## src/shared/flash_cmd_map.svh

```systemverilog
// constants for the flash command decoder and write sequencer
`ifndef FLASH_CMD_MAP_SVH
`define FLASH_CMD_MAP_SVH
`define ID_MAKER_OFFSET     24'h00_0000
`define ID_PART_OFFSET      24'h00_0001
`define ERASED_BYTE         8'hFF
`define BIT_READY           7
`define BIT_ERASE_SUSP      6
`define BIT_ERASE_ERR       5
`define BIT_PROG_ERR        4
`define BIT_SUPPLY_LOW      3
`define BIT_PROG_SUSP       2
`define BIT_PROTECT_ABORT   1
`define STATUS_RESET        8'h80
`define ERASE_STEPS_DEFAULT 16
`define PROG_STEPS_DEFAULT  4
`define SUSPEND_POINT       2'h3
`endif

```

## src/shared/flash_cmd_pkg.sv

```systemverilog
// types for the flash command decoder and write sequencer
package flash_cmd_pkg;
  typedef enum logic [1:0] {
    mode_array,
    mode_ident,
    mode_status
  } read_mode_t;

  typedef enum logic [2:0] {
    seq_idle,
    seq_erase,
    seq_erase_susp,
    seq_prog,
    seq_prog_susp,
    seq_prog_in_esusp
  } seq_state_t;
endpackage : flash_cmd_pkg

```

## src/logic/flash_command_state_machine.sv

```systemverilog
// command decoder and write sequencer for a byte-wide flash
`include "flash_cmd_map.svh"

module flash_command_state_machine
  import flash_cmd_pkg::*;
#(
  parameter int          ADDR_W      = 24,
  parameter int          BLOCK_W     = 16,
  parameter int          ERASE_STEPS = `ERASE_STEPS_DEFAULT,
  parameter int          PROG_STEPS  = `PROG_STEPS_DEFAULT,
  parameter logic [7:0]  MAKER_ID    = 8'h5A, // arbitrary value
  parameter logic [7:0]  PART_ID     = 8'hA5, // arbitrary value
  parameter logic [7:0]  OP_READ     = 8'h01,
  parameter logic [7:0]  OP_IDENT    = 8'h02,
  parameter logic [7:0]  OP_STATUS   = 8'h03,
  parameter logic [7:0]  OP_CLEAR    = 8'h04,
  parameter logic [7:0]  OP_ERASE    = 8'h05,
  parameter logic [7:0]  OP_CONFIRM  = 8'h06,
  parameter logic [7:0]  OP_PROGRAM  = 8'h07,
  parameter logic [7:0]  OP_SUSPEND  = 8'h08,
  parameter logic [7:0]  OP_RESUME   = 8'h09
)(
  // clock and reset
  input  wire logic              clk,
  input  wire logic              rst,
  // host bus, one-cycle strobes
  input  wire logic              wr_en,
  input  wire logic              rd_en,
  input  wire logic [ADDR_W-1:0] addr,
  input  wire logic [7:0]        wdata,
  output logic      [7:0]        rdata_q,
  output logic                   rvalid_q,
  // protection and supply
  input  wire logic              block_locked,
  input  wire logic              top_block_protect_n,
  input  wire logic              write_protect_n,
  input  wire logic              program_supply_ok,
  // array port
  input  wire logic [7:0]        array_rdata,
  output logic                   array_we_q,
  output logic                   array_erase_q,
  output logic [ADDR_W-1:0]      array_addr_q,
  output logic [7:0]             array_wdata_q,
  // status view
  output logic [7:0]             status_q
);

  localparam int BLK_LSB = ADDR_W - BLOCK_W;

  read_mode_t        mode_q;
  seq_state_t        seq_q;
  logic              await_erase_q;
  logic              await_prog_q;
  logic [15:0]       erase_cnt_q;
  logic [15:0]       prog_cnt_q;
  logic [ADDR_W-1:0] erase_addr_q;
  logic [ADDR_W-1:0] prog_addr_q;
  logic [7:0]        prog_data_q;
  logic              verify_q;
  logic              rd_q;
  logic              erase_err_set;
  logic              prog_err_set;
  logic              supply_set;
  logic              protect_set;
  logic              seq_done;

  // protect pin covers only the top block, the other pin the rest
  function automatic logic protected_at(input logic [ADDR_W-1:0] a);
    logic top;
    top = &a[ADDR_W-1:BLK_LSB];
    protected_at = block_locked
                 | (top ? ~top_block_protect_n : ~write_protect_n);
  endfunction : protected_at

  function automatic logic same_block(input logic [ADDR_W-1:0] a,
                                      input logic [ADDR_W-1:0] b);
    same_block = a[ADDR_W-1:BLK_LSB] == b[ADDR_W-1:BLK_LSB];
  endfunction : same_block

  logic known_op;
  logic busy;
  logic in_esusp;
  logic in_psusp;
  logic cmd_ok;
  assign known_op = wdata inside {OP_READ, OP_IDENT, OP_STATUS,
                                  OP_CLEAR, OP_ERASE, OP_CONFIRM,
                                  OP_PROGRAM, OP_SUSPEND, OP_RESUME};
  assign busy     = seq_q inside {seq_erase, seq_prog, seq_prog_in_esusp}
                    || array_we_q || array_erase_q || verify_q;
  assign in_esusp = seq_q == seq_erase_susp;
  assign in_psusp = seq_q == seq_prog_susp;

  // what a plain command write may do in the present sequencer state
  always_comb
  begin
    cmd_ok = 1'b1;
    if (await_erase_q || await_prog_q)
      cmd_ok = 1'b1;
    else if (in_esusp)
      cmd_ok = wdata inside {OP_READ, OP_PROGRAM, OP_STATUS, OP_RESUME};
    else if (in_psusp)
      cmd_ok = wdata inside {OP_READ, OP_STATUS, OP_RESUME};
    else if (busy)
      cmd_ok = wdata inside {OP_STATUS, OP_SUSPEND};
  end

  logic take;
  logic erase_susp_take;
  logic prog_susp_take;
  assign take = wr_en && cmd_ok;
  // suspend lands only on the fixed step boundary
  assign erase_susp_take = seq_q == seq_erase && take && wdata == OP_SUSPEND
                           && erase_cnt_q[1:0] == `SUSPEND_POINT;
  assign prog_susp_take  = seq_q == seq_prog && take && wdata == OP_SUSPEND
                           && prog_cnt_q[1:0] == `SUSPEND_POINT;

  // read mode follows the last accepted command; clear, a lone confirm or an unknown byte keeps it
  always_ff @(posedge clk or posedge rst)
  begin
    if (rst)
      mode_q <= mode_array;
    else if (take && !await_erase_q && !await_prog_q)
    begin
      case (wdata)
        OP_READ:    mode_q <= mode_array;
        OP_IDENT:   mode_q <= mode_ident;
        OP_STATUS:  mode_q <= mode_status;
        OP_ERASE,
        OP_PROGRAM,
        OP_SUSPEND,
        OP_RESUME:  mode_q <= mode_status;
        default:    mode_q <= mode_q;
      endcase
    end
    else if (take)
      mode_q <= mode_status;
  end

  // two-write setup: erase then confirm, program then data
  always_ff @(posedge clk or posedge rst)
  begin
    if (rst)
    begin
      await_erase_q <= 1'b0;
      await_prog_q  <= 1'b0;
    end
    else if (take)
    begin
      await_erase_q <= !await_erase_q && !await_prog_q
                       && wdata == OP_ERASE && seq_q == seq_idle;
      await_prog_q  <= !await_erase_q && !await_prog_q
                       && wdata == OP_PROGRAM
                       && (seq_q == seq_idle || in_esusp);
    end
  end

  // write sequencer
  always_ff @(posedge clk or posedge rst)
  begin
    if (rst)
    begin
      seq_q        <= seq_idle;
      erase_cnt_q  <= '0;
      prog_cnt_q   <= '0;
      erase_addr_q <= '0;
      prog_addr_q  <= '0;
      prog_data_q  <= 8'h00;
    end
    else
    begin
      case (seq_q)
        seq_idle:
          if (take && await_erase_q && wdata == OP_CONFIRM
              && program_supply_ok && !protected_at(addr))
          begin
            seq_q        <= seq_erase;
            erase_addr_q <= addr;
            erase_cnt_q  <= '0;
          end
          else if (take && await_prog_q
                   && program_supply_ok && !protected_at(addr))
          begin
            seq_q       <= seq_prog;
            prog_addr_q <= addr;
            prog_data_q <= wdata;
            prog_cnt_q  <= '0;
          end
        seq_erase:
          if (erase_susp_take)
            seq_q <= seq_erase_susp;
          else if (erase_cnt_q == 16'(ERASE_STEPS - 1))
            seq_q <= seq_idle;
          else
            erase_cnt_q <= erase_cnt_q + 16'h0001;
        seq_erase_susp:
          if (take && !await_prog_q && wdata == OP_RESUME)
            seq_q <= seq_erase;
          else if (take && await_prog_q && program_supply_ok
                   && !protected_at(addr)
                   && !same_block(addr, erase_addr_q))
          begin
            seq_q       <= seq_prog_in_esusp;
            prog_addr_q <= addr;
            prog_data_q <= wdata;
            prog_cnt_q  <= '0;
          end
        seq_prog,
        seq_prog_in_esusp:
          if (prog_susp_take)
            seq_q <= seq_prog_susp;
          else if (prog_cnt_q == 16'(PROG_STEPS - 1))
            seq_q <= (seq_q == seq_prog) ? seq_idle
                                         : seq_erase_susp;
          else
            prog_cnt_q <= prog_cnt_q + 16'h0001;
        seq_prog_susp:
          if (take && wdata == OP_RESUME)
            seq_q <= seq_prog;
        default:
          seq_q <= seq_idle;
      endcase
    end
  end

  // abort causes and completion checks
  logic erase_start;
  logic prog_start;
  assign erase_start = take && await_erase_q;
  assign prog_start  = take && await_prog_q;
  assign supply_set  = (erase_start && wdata == OP_CONFIRM || prog_start)
                       && !program_supply_ok;
  assign protect_set = (erase_start && wdata == OP_CONFIRM
                        || prog_start) && protected_at(addr);
  assign seq_done    = (seq_q == seq_prog || seq_q == seq_prog_in_esusp)
                       && prog_cnt_q == 16'(PROG_STEPS - 1)
                       && !prog_susp_take;
  // bad confirm or unknown byte counts as a bad sequence
  logic bad_seq;
  assign bad_seq = wr_en && (!known_op && !await_prog_q
                   || erase_start && wdata != OP_CONFIRM);
  // only bits asked to fall that stayed high are caught
  assign prog_err_set  = bad_seq
                         || (supply_set || protect_set) && prog_start
                         || verify_q
                            && |(~array_wdata_q & array_rdata);
  assign erase_err_set = bad_seq || (supply_set || protect_set)
                         && erase_start;

  // the cell is read back the cycle after its write pulse
  always_ff @(posedge clk or posedge rst)
  begin
    if (rst)
      verify_q <= 1'b0;
    else
      verify_q <= array_we_q;
  end

  // sticky error bits: a set in the clearing cycle wins
  logic [7:0] err_q;
  always_ff @(posedge clk or posedge rst)
  begin
    if (rst)
      err_q <= 8'h00;
    else
    begin
      if (take && !await_erase_q && !await_prog_q && wdata == OP_CLEAR)
        err_q <= 8'h00;
      if (erase_err_set)
        err_q[`BIT_ERASE_ERR] <= 1'b1;
      if (prog_err_set)
        err_q[`BIT_PROG_ERR] <= 1'b1;
      if (supply_set)
        err_q[`BIT_SUPPLY_LOW] <= 1'b1;
      if (protect_set)
        err_q[`BIT_PROTECT_ABORT] <= 1'b1;
    end
  end

  always_ff @(posedge clk or posedge rst)
  begin
    if (rst)
      status_q <= `STATUS_RESET;
    else
    begin
      status_q <= err_q;
      status_q[`BIT_READY]      <= !busy;
      status_q[`BIT_ERASE_SUSP] <= in_esusp
                                   || seq_q == seq_prog_in_esusp;
      status_q[`BIT_PROG_SUSP]  <= in_psusp;
      status_q[0]               <= 1'b0;
    end
  end

  // array drive: erase pulses once at the last step, program writes at the end
  always_ff @(posedge clk or posedge rst)
  begin
    if (rst)
    begin
      array_we_q    <= 1'b0;
      array_erase_q <= 1'b0;
      array_addr_q  <= '0;
      array_wdata_q <= 8'h00;
    end
    else
    begin
      array_erase_q <= seq_q == seq_erase && !erase_susp_take
                       && erase_cnt_q == 16'(ERASE_STEPS - 1);
      array_we_q    <= seq_done;
      array_wdata_q <= array_erase_q ? `ERASED_BYTE : prog_data_q;
      if (seq_q == seq_erase)
        array_addr_q <= erase_addr_q;
      else if (seq_done)
        array_addr_q <= prog_addr_q;
      else if (rd_en && !array_we_q && !array_erase_q)
        array_addr_q <= addr; // held through the pulse for verify
    end
  end

  // array address is registered, so data answers two edges after strobe
  always_ff @(posedge clk or posedge rst)
  begin
    if (rst)
    begin
      rd_q     <= 1'b0;
      rdata_q  <= 8'h00;
      rvalid_q <= 1'b0;
    end
    else
    begin
      rd_q     <= rd_en;
      rvalid_q <= rd_q;
      if (rd_q)
      begin
        case (mode_q)
          mode_array:  rdata_q <= array_rdata;
          mode_ident:  rdata_q <= (array_addr_q == `ID_PART_OFFSET)
                                  ? PART_ID
                                  : (array_addr_q == `ID_MAKER_OFFSET)
                                  ? MAKER_ID : 8'h00;
          mode_status: rdata_q <= status_q;
          default:     rdata_q <= 8'h00;
        endcase
      end
    end
  end

endmodule : flash_command_state_machine

```

## config.mk

```make
export PLATFORM = sky130hd
export DESIGN_NAME = flash_command_state_machine
export DESIGN_NICKNAME = d
export VERILOG_FILES = /design/src/shared/flash_cmd_pkg.sv /design/src/logic/flash_command_state_machine.sv
export VERILOG_INCLUDE_DIRS = /design/src /design/src/shared
export SDC_FILE = /design/constraint.sdc
export NUM_CORES = 1
export LEC_CHECK = 0
export BUFFER_PORTS_ARGS = -buffer_cell sky130_fd_sc_hd__buf_2
export CORE_ASPECT_RATIO = 0.5
export CORE_UTILIZATION = 50
export DETAILED_ROUTE_END_ITERATION = 8
export PLACE_DENSITY = 0.78
export SLEW_MARGIN = 20
export SYNTH_ARGS = -nofsm -noshare
export SYNTH_HDL_FRONTEND = slang
export SYNTH_SLANG_ARGS = --single-unit
```

## constraint.sdc

```tcl
create_clock -name clk -period 6.95 [get_ports clk]
set_clock_uncertainty 0.2 [all_clocks]
set_input_delay 1.39 -clock clk [delete_from_list [all_inputs] [get_ports clk]]
set_output_delay 1.39 -clock clk [all_outputs]
set_load 0.005 [all_outputs]
```

=== Yosys cells after proc, flatten, opt, wreduce, memory -nomap -nowiden ===
Index checks and enable logic that the tools add are counted.

* Equality and inequality tests: 38
* $mul: 0
* Order comparisons: 0
* Bitwise gates (word level): 5
* Multiplexer cells: 52
* Reductions and logical operators: 91
* $add $sub $neg: 2
* Divide/modulo/power cells: 0
* Shift operators: 0

{| class="wikitable"
|+ Operators with widths
! operator !! number
|-
| $mux 24 || 7
|-
| $mux 16 || 9
|-
| $mux 8 || 6
|-
| $pmux 16 s3 || 1
|-
| $pmux 24 s2 || 1
|-
| $logic_and 1x1->1 || 40
|-
| $add 16x1->16 const B || 2
|-
| $eq 8x3->1 const B || 4
|-
| $pmux 16 s2 || 1
|-
| $mux 3 || 9
|-
| $eq 24x1->1 const B || 1
|-
| $logic_not 24->1 || 1
|-
| $pmux 8 s3 || 1
|-
| $eq 16x16->1 || 1
|-
| $eq 16x2->1 const B || 1
|-
| $eq 16x4->1 const B || 1
|-
| $eq 8x2->1 const B || 2
|-
| $eq 8x4->1 const B || 2
|-
| $pmux 8 s2 || 1
|-
| $reduce_and 16->1 || 1
|-
| $reduce_bool 2->1 || 8
|-
| $pmux 3 s5 || 1
|-
| $logic_or 1x1->1 || 13
|-
| $ne 2x2->1 const B || 6
|-
| other kinds (34) || 68
|}

* Input port bits: 48
* Bits in latches: 0
* Memories kept: 0
* Output and inout bits: 51
* Bits in writable memories: 0
* Word-level logic and storage cells: 210
* Bits in read-only memories: 0
* Flip-flop bits (word level): 151

=== Depth between registers and ports, before layout ===
* Depth in word-level cells: 19
* Gate-level depth with buffers: 9
* Gate-level depth less buffers: 7

=== Worst setup path before layout ===
OpenSTA, ideal clock, no wires.

* Path type: input to register
* Start point: input port addr[21]
* End point: register prog_addr_q[0]
* Path slack: 3.040 ns
* Library setup time: 0.125 ns
* Cell stages on the path: 8
* Data arrival time: 3.585 ns
* Required time: 6.625 ns
* Path buffers: 2
* Path through: nand4_1 -> nor4_4 -> mux2i_1 -> o2111ai_1 -> or4_4 -> buf_6 -> buf_6 -> mux2_4

* Longest elaborated chain between the ends: 8
* Elaborated cells on any way between the ends: 13
* Classes of those cells: eq/ne (4); mux (1); bitwise (1); reduce/logical (7)

{| class="wikitable"
|+ RTL lines
! what !! RTL line !! text
|-
| start, declared || flash_command_state_machine.sv:29 || <nowiki>input wire logic [ADDR_W-1:0] addr,</nowiki>
|-
| $reduce_and 16->1 || flash_command_state_machine.sv:70 || <nowiki>top = &a[ADDR_W-1:BLK_LSB];</nowiki>
|-
| $mux 1 || flash_command_state_machine.sv:72 || <nowiki>| (top ? ~top_block_protect_n : ~write_protect_n);</nowiki>
|-
| $or 1x1->1 || flash_command_state_machine.sv:72 ||
|-
| $logic_not 1->1 || flash_command_state_machine.sv:174, flash_command_state_machine.sv:181, flash_command_state_machine.sv:199 ||
|-
| $logic_and 1x1->1 || flash_command_state_machine.sv:181, flash_command_state_machine.sv:199 ||
|-
| $logic_and 1x1->1 || flash_command_state_machine.sv:200 || <nowiki>&& !same_block(addr, erase_addr_q))</nowiki>
|-
| $ne 2x1->1 (no source line) || -- ||
|-
| $reduce_and 5->1 (no source line) (*) || -- ||
|-
| end signal, assigned || flash_command_state_machine.sv:184 || <nowiki>prog_addr_q <= addr;</nowiki>
|-
| end signal, assigned || flash_command_state_machine.sv:203 || <nowiki>prog_addr_q <= addr;</nowiki>
|-
| end, declared || flash_command_state_machine.sv:57 || <nowiki>logic [ADDR_W-1:0] prog_addr_q;</nowiki>
|}

Every way passes the cells marked *; elsewhere a longest branch is shown, timed or not.
A chain may end at the register's enable or synchronous reset.

=== Final worst setup path ===
* Start point: input port wdata[7]
* End point: register array_addr_q[0]

* Longest elaborated chain between the ends: 14
* Elaborated cells on any way between the ends: 21
* Classes of those cells: eq/ne (5); mux (6); reduce/logical (10)

{| class="wikitable"
|+ RTL lines
! what !! RTL line !! text
|-
| start, declared || flash_command_state_machine.sv:30 || <nowiki>input wire logic [7:0] wdata,</nowiki>
|-
| $eq 8x2->1 / $eq 8x4->1 (equally long branches) || -- ||
|-
| $reduce_bool 2->1 || flash_command_state_machine.sv:104 || <nowiki>cmd_ok = wdata inside {OP_STATUS, OP_SUSPEND};</nowiki>
|-
| $mux 1 || flash_command_state_machine.sv:103 || <nowiki>else if (busy)</nowiki>
|-
| $mux 1 || flash_command_state_machine.sv:101 || <nowiki>else if (in_psusp)</nowiki>
|-
| $mux 1 || flash_command_state_machine.sv:99 || <nowiki>else if (in_esusp)</nowiki>
|-
| $mux 1 || flash_command_state_machine.sv:97 || <nowiki>if (await_erase_q || await_prog_q)</nowiki>
|-
| $logic_and 1x1->1 || flash_command_state_machine.sv:110 || <nowiki>assign take = wr_en && cmd_ok;</nowiki>
|-
| $logic_and 1x1->1 || flash_command_state_machine.sv:114 || <nowiki>assign prog_susp_take = seq_q == seq_prog && take && wdata == OP_SUSPEND</nowiki>
|-
| $logic_and 1x1->1 (*) || flash_command_state_machine.sv:114 ||
|-
| $logic_and 1x1->1 (no source line) (*) || -- ||
|-
| $logic_not 1->1 (*) || flash_command_state_machine.sv:236 || <nowiki>&& !prog_susp_take;</nowiki>
|-
| $logic_and 1x1->1 (*) || flash_command_state_machine.sv:236 ||
|-
| $mux 24 || flash_command_state_machine.sv:312 || <nowiki>else if (seq_done)</nowiki>
|-
| $mux 24 || flash_command_state_machine.sv:310 || <nowiki>if (seq_q == seq_erase)</nowiki>
|-
| end signal, assigned || flash_command_state_machine.sv:311 || <nowiki>array_addr_q <= erase_addr_q;</nowiki>
|-
| end signal, assigned || flash_command_state_machine.sv:313 || <nowiki>array_addr_q <= prog_addr_q;</nowiki>
|-
| end signal, assigned || flash_command_state_machine.sv:315 || <nowiki>array_addr_q <= addr;</nowiki>
|-
| end, declared || flash_command_state_machine.sv:42 || <nowiki>output logic [ADDR_W-1:0] array_addr_q,</nowiki>
|}

Marks and branches as above.

==> impl_metrics.env <==
export IMPL_cts_max_path_buffers=2
export IMPL_p_per_area_nw_per_um2=318
export IMPL_clock_latency_ns=0.43
export IMPL_grt_pass1_wl_um=31400
export IMPL_critPathBufInv=2
export IMPL_n_antenna_cell=0
export IMPL_cp_start_kind="input pin"
export IMPL_synth_cells=771
export IMPL_p_leak_nw=4.41
export IMPL_synth_edf_count=0
export IMPL_postCtsResizedCells=0
export IMPL_synth_nets=821
export IMPL_clkPwrFrac_pct=32.3
export IMPL_die_h_um=90.3
export IMPL_status="complete, no violations"
export IMPL_core_region_area_um2=14900
export IMPL_finalSetupTns_ns=0
export IMPL_slew_violations=0
export IMPL_drv_cap=0
export IMPL_crit_type="input pin to flop"
export IMPL_port_buffers=97
export IMPL_gp_congestion=0.886
export IMPL_ant_nets=0
export IMPL_ys_types=59
export IMPL_fmax_mhz=232
export IMPL_cts_sinks=151
export IMPL_crit_family="simple AND/OR/NAND/NOR gates"
export IMPL_cts_buffers=17
export IMPL_start_util_pct=52.5
export IMPL_power_mw=2.85
export IMPL_cts_tree="done"
export IMPL_vias=6301
export IMPL_seqPwrFrac_pct=39.7
export IMPL_end_kind="flop"
export IMPL_nets=895
export IMPL_synthFlopType="dfrtp_1"
export IMPL_switching_share_pct=36.2
export IMPL_critPathArrivalTime_ns=4.42
export IMPL_fin_hold_ws_ns=0.177
export IMPL_combPwrFrac_pct=28.0
export IMPL_grt_overflow_total=0
export IMPL_first_global_vias=6209
export IMPL_fin_util_pct=60.3
export IMPL_drive_gt1_share_pct=21.7
export IMPL_worstMarginPinSlew_ns=1.11
export IMPL_synth_top_area_share_pct=48.1
export IMPL_rsz0062_at_grt="no"
export IMPL_power_net_switching_mw=1.03
export IMPL_fin_cells=1056
export IMPL_fill_cells=1215
export IMPL_postCtsHoldBufs=0
export IMPL_syn_area_per_cell_um2=10.1
export IMPL_grt_util_all_layers_pct=24.7
export IMPL_drt_total_wl_um=18900
export IMPL_syn2layout_area_growth_pct=14.8
export IMPL_finalHoldViolations=0
export IMPL_synth_top_area_cell="dfrtp_1"
export IMPL_fin_crit_ns=4.31
export IMPL_io_pin_count=99
export IMPL_async_flop_share_pct=100
export IMPL_rows=31
export IMPL_die_area_um2=16100
export IMPL_multiInputGateArea_um2=3760
export IMPL_finalCritPeriodShare_pct=62.1
export IMPL_path_max_fanout=48
export IMPL_ys_seq_area_share_pct=48.5
export IMPL_slowest_stage="nor4_2"
export IMPL_dp_hpwl_um=12700
export IMPL_wl_per_cell_um=17.9
export IMPL_slew_limit_headroom_pct=25.5
export IMPL_yosysWarnings=0
export IMPL_finalSetupViolCount=0
export IMPL_synth_area_leaders="dfrtp_1 48%, mux2_4 5.8%, nand2_1 5.4%"
export IMPL_crit_chain="buf_2 > nor4_2 > nand4_1 > and3_2 > a211oi_4 > buf_4 > a211oi_1 > a21o_1"
export IMPL_viasPerCell=5.97
export IMPL_drc_errors=0
export IMPL_dieWidth_um=179
export IMPL_grt_max_degree=102
export IMPL_crit_required_ns=7.06
export IMPL_syn_cell_area_um2=7800
export IMPL_htree_levels=4
export IMPL_first_pass_iters=6
export IMPL_placed_cells=1024
export IMPL_cts_root_buf="clkbuf_16"
export IMPL_antenna_found_initial=0
export IMPL_ir_drop_v=0.000204
export IMPL_drt_initial_drc_count=678
export IMPL_ys_ff_latch=151
export IMPL_post_cts_setup_buffers=0
export IMPL_clkTransAtPathRegs_ns=0.06
export IMPL_internal_power_mw=1.82
export IMPL_slowest_delay_ns=0.88
export IMPL_final_seq_area_um2=3780
export IMPL_hold_class="flop to flop"
## synthesized netlist by cell type, types with 3 or more instances
cell	number
dfrtp_1	150
nand2_1	112
nor2_1	46
mux2i_1	38
clkbuf_1	35
mux2_4	30
a21o_1	28
a211oi_1	26
o21ai_0	24
o31ai_1	20
nand4_1	18
a21oi_1	17
inv_1	17
nand3_1	17
nor4_1	17
xor2_1	17
nor3_1	16
or2_2	10
and2_1	9
o211ai_1	9
o2bb2ai_1	8
or3_1	8
a22o_1	7
and3_1	7
o21a_1	7
o41ai_1	7
a31oi_1	6
buf_6	5
mux2_2	5
nand2b_1	5
o22ai_1	5
buf_2	4
nor2b_1	4
and4_1	3
nor4b_1	3
or4_1	3
## sequential cells by signal (all words and copies together) (netlist names), 7 cells and up
register / cells
prog_addr_q: 24
prog_data_q: 8
rdata_q: 8
erase_addr_q: 24
status_q: 7
array_wdata_q: 8
erase_cnt_q: 16
prog_cnt_q: 16
array_addr_q: 24
## routing by layer
layer / vias up / wire length [um] / track usage, %
met2: 178 / 8940 / 38.6
met3: 26 / 1000 / 4.63
met5: - / 0 / 0
met4: 0 / 345 / 8.62
met1: 3147 / 8620 / 34.4
li1: 2950 / - / -
## power groups by stage
stage	registers (mW)	logic [mW]	clock network (mW)
floorplan	1.10	0.573	0
global placement	1.14	0.774	0
detailed placement	1.14	0.793	0
CTS	1.13	0.800	0.927
global route	1.15	0.890	0.969
finish	1.13	0.798	0.919
## cell usage in the layout (no fill, tap or decap), drive strengths merged, types with 20 or more instances in the layout
| cell | synthesis | layout |
|---|---|---|
| dfrtp | 150 | 150 |
| nand2 | 112 | 112 |
| buf | 11 | 101 |
| nor2 | 46 | 46 |
| mux2i | 38 | 38 |
| mux2 | 35 | 35 |
| a21o | 28 | 28 |
| a211oi | 26 | 26 |
| inv | 17 | 26 |
| o21ai | 24 | 24 |
| o31ai | 20 | 20 |
## cells by family (layout without fill, tap and decap cells)
kind of cell / after synthesis / count (layout) / synth area share [%]
adders and majority gates: 2 / 2 / 0.321
DFF: 151 / 151 / 48.5
buffers and inverters: 63 / 150 / 3.63
muxes: 73 / 73 / 11.4
AOI/OAI and AO/OA: 175 / 175 / 15.9
other: 1 / 1 / 0.0481
and+or+nand+nor: 287 / 287 / 18.1
xor gates and xnor gates: 19 / 19 / 2.13
## layout make-up
type                       count  area share (%)
sequential                   151            42.2
multi-input combinational    557            42.0
timing repair buffer         101            5.76
clock buffer                  18            4.79
tap                          198            2.77
clock inverter                14            1.68
inverter                      17           0.768
## worst reg2reg max path, stage by stage (launching register included)
cell and delay [ns]:
dfrtp_1 0.61, inv_1 0.16, nand2_1 0.48, nor2_1 0.11, and3_1 0.20, buf_4 0.23, or4_4 0.83, mux2_4 0.42
## stage by stage
stage	setup slack, ns	instance area [um2]
after global routing	2.33	8960
after floorplan	1.30	7800
final	2.64	8960
after global placement	2.20	8370
after CTS	2.59	8950
after detailed placement	2.20	8370
## final timing paths
kind	from	endpoint	slack, ns	cells past startpoint
setup / recovery	wdata[7]	array_addr_q[0]	2.64	8
hold / removal	err_q[1]	status_q[1]	0.18	0
setup reg to reg	seq_q[2]	prog_addr_q[13]	3.60	7
hold reg to reg	err_q[1]	status_q[1]	0.18	0
max in group asynchronous	rst	prog_data_q[3]	4.43	3
min in group asynchronous	rst	prog_addr_q[11]	0.92	2
(Power assumes the default switching activity.)
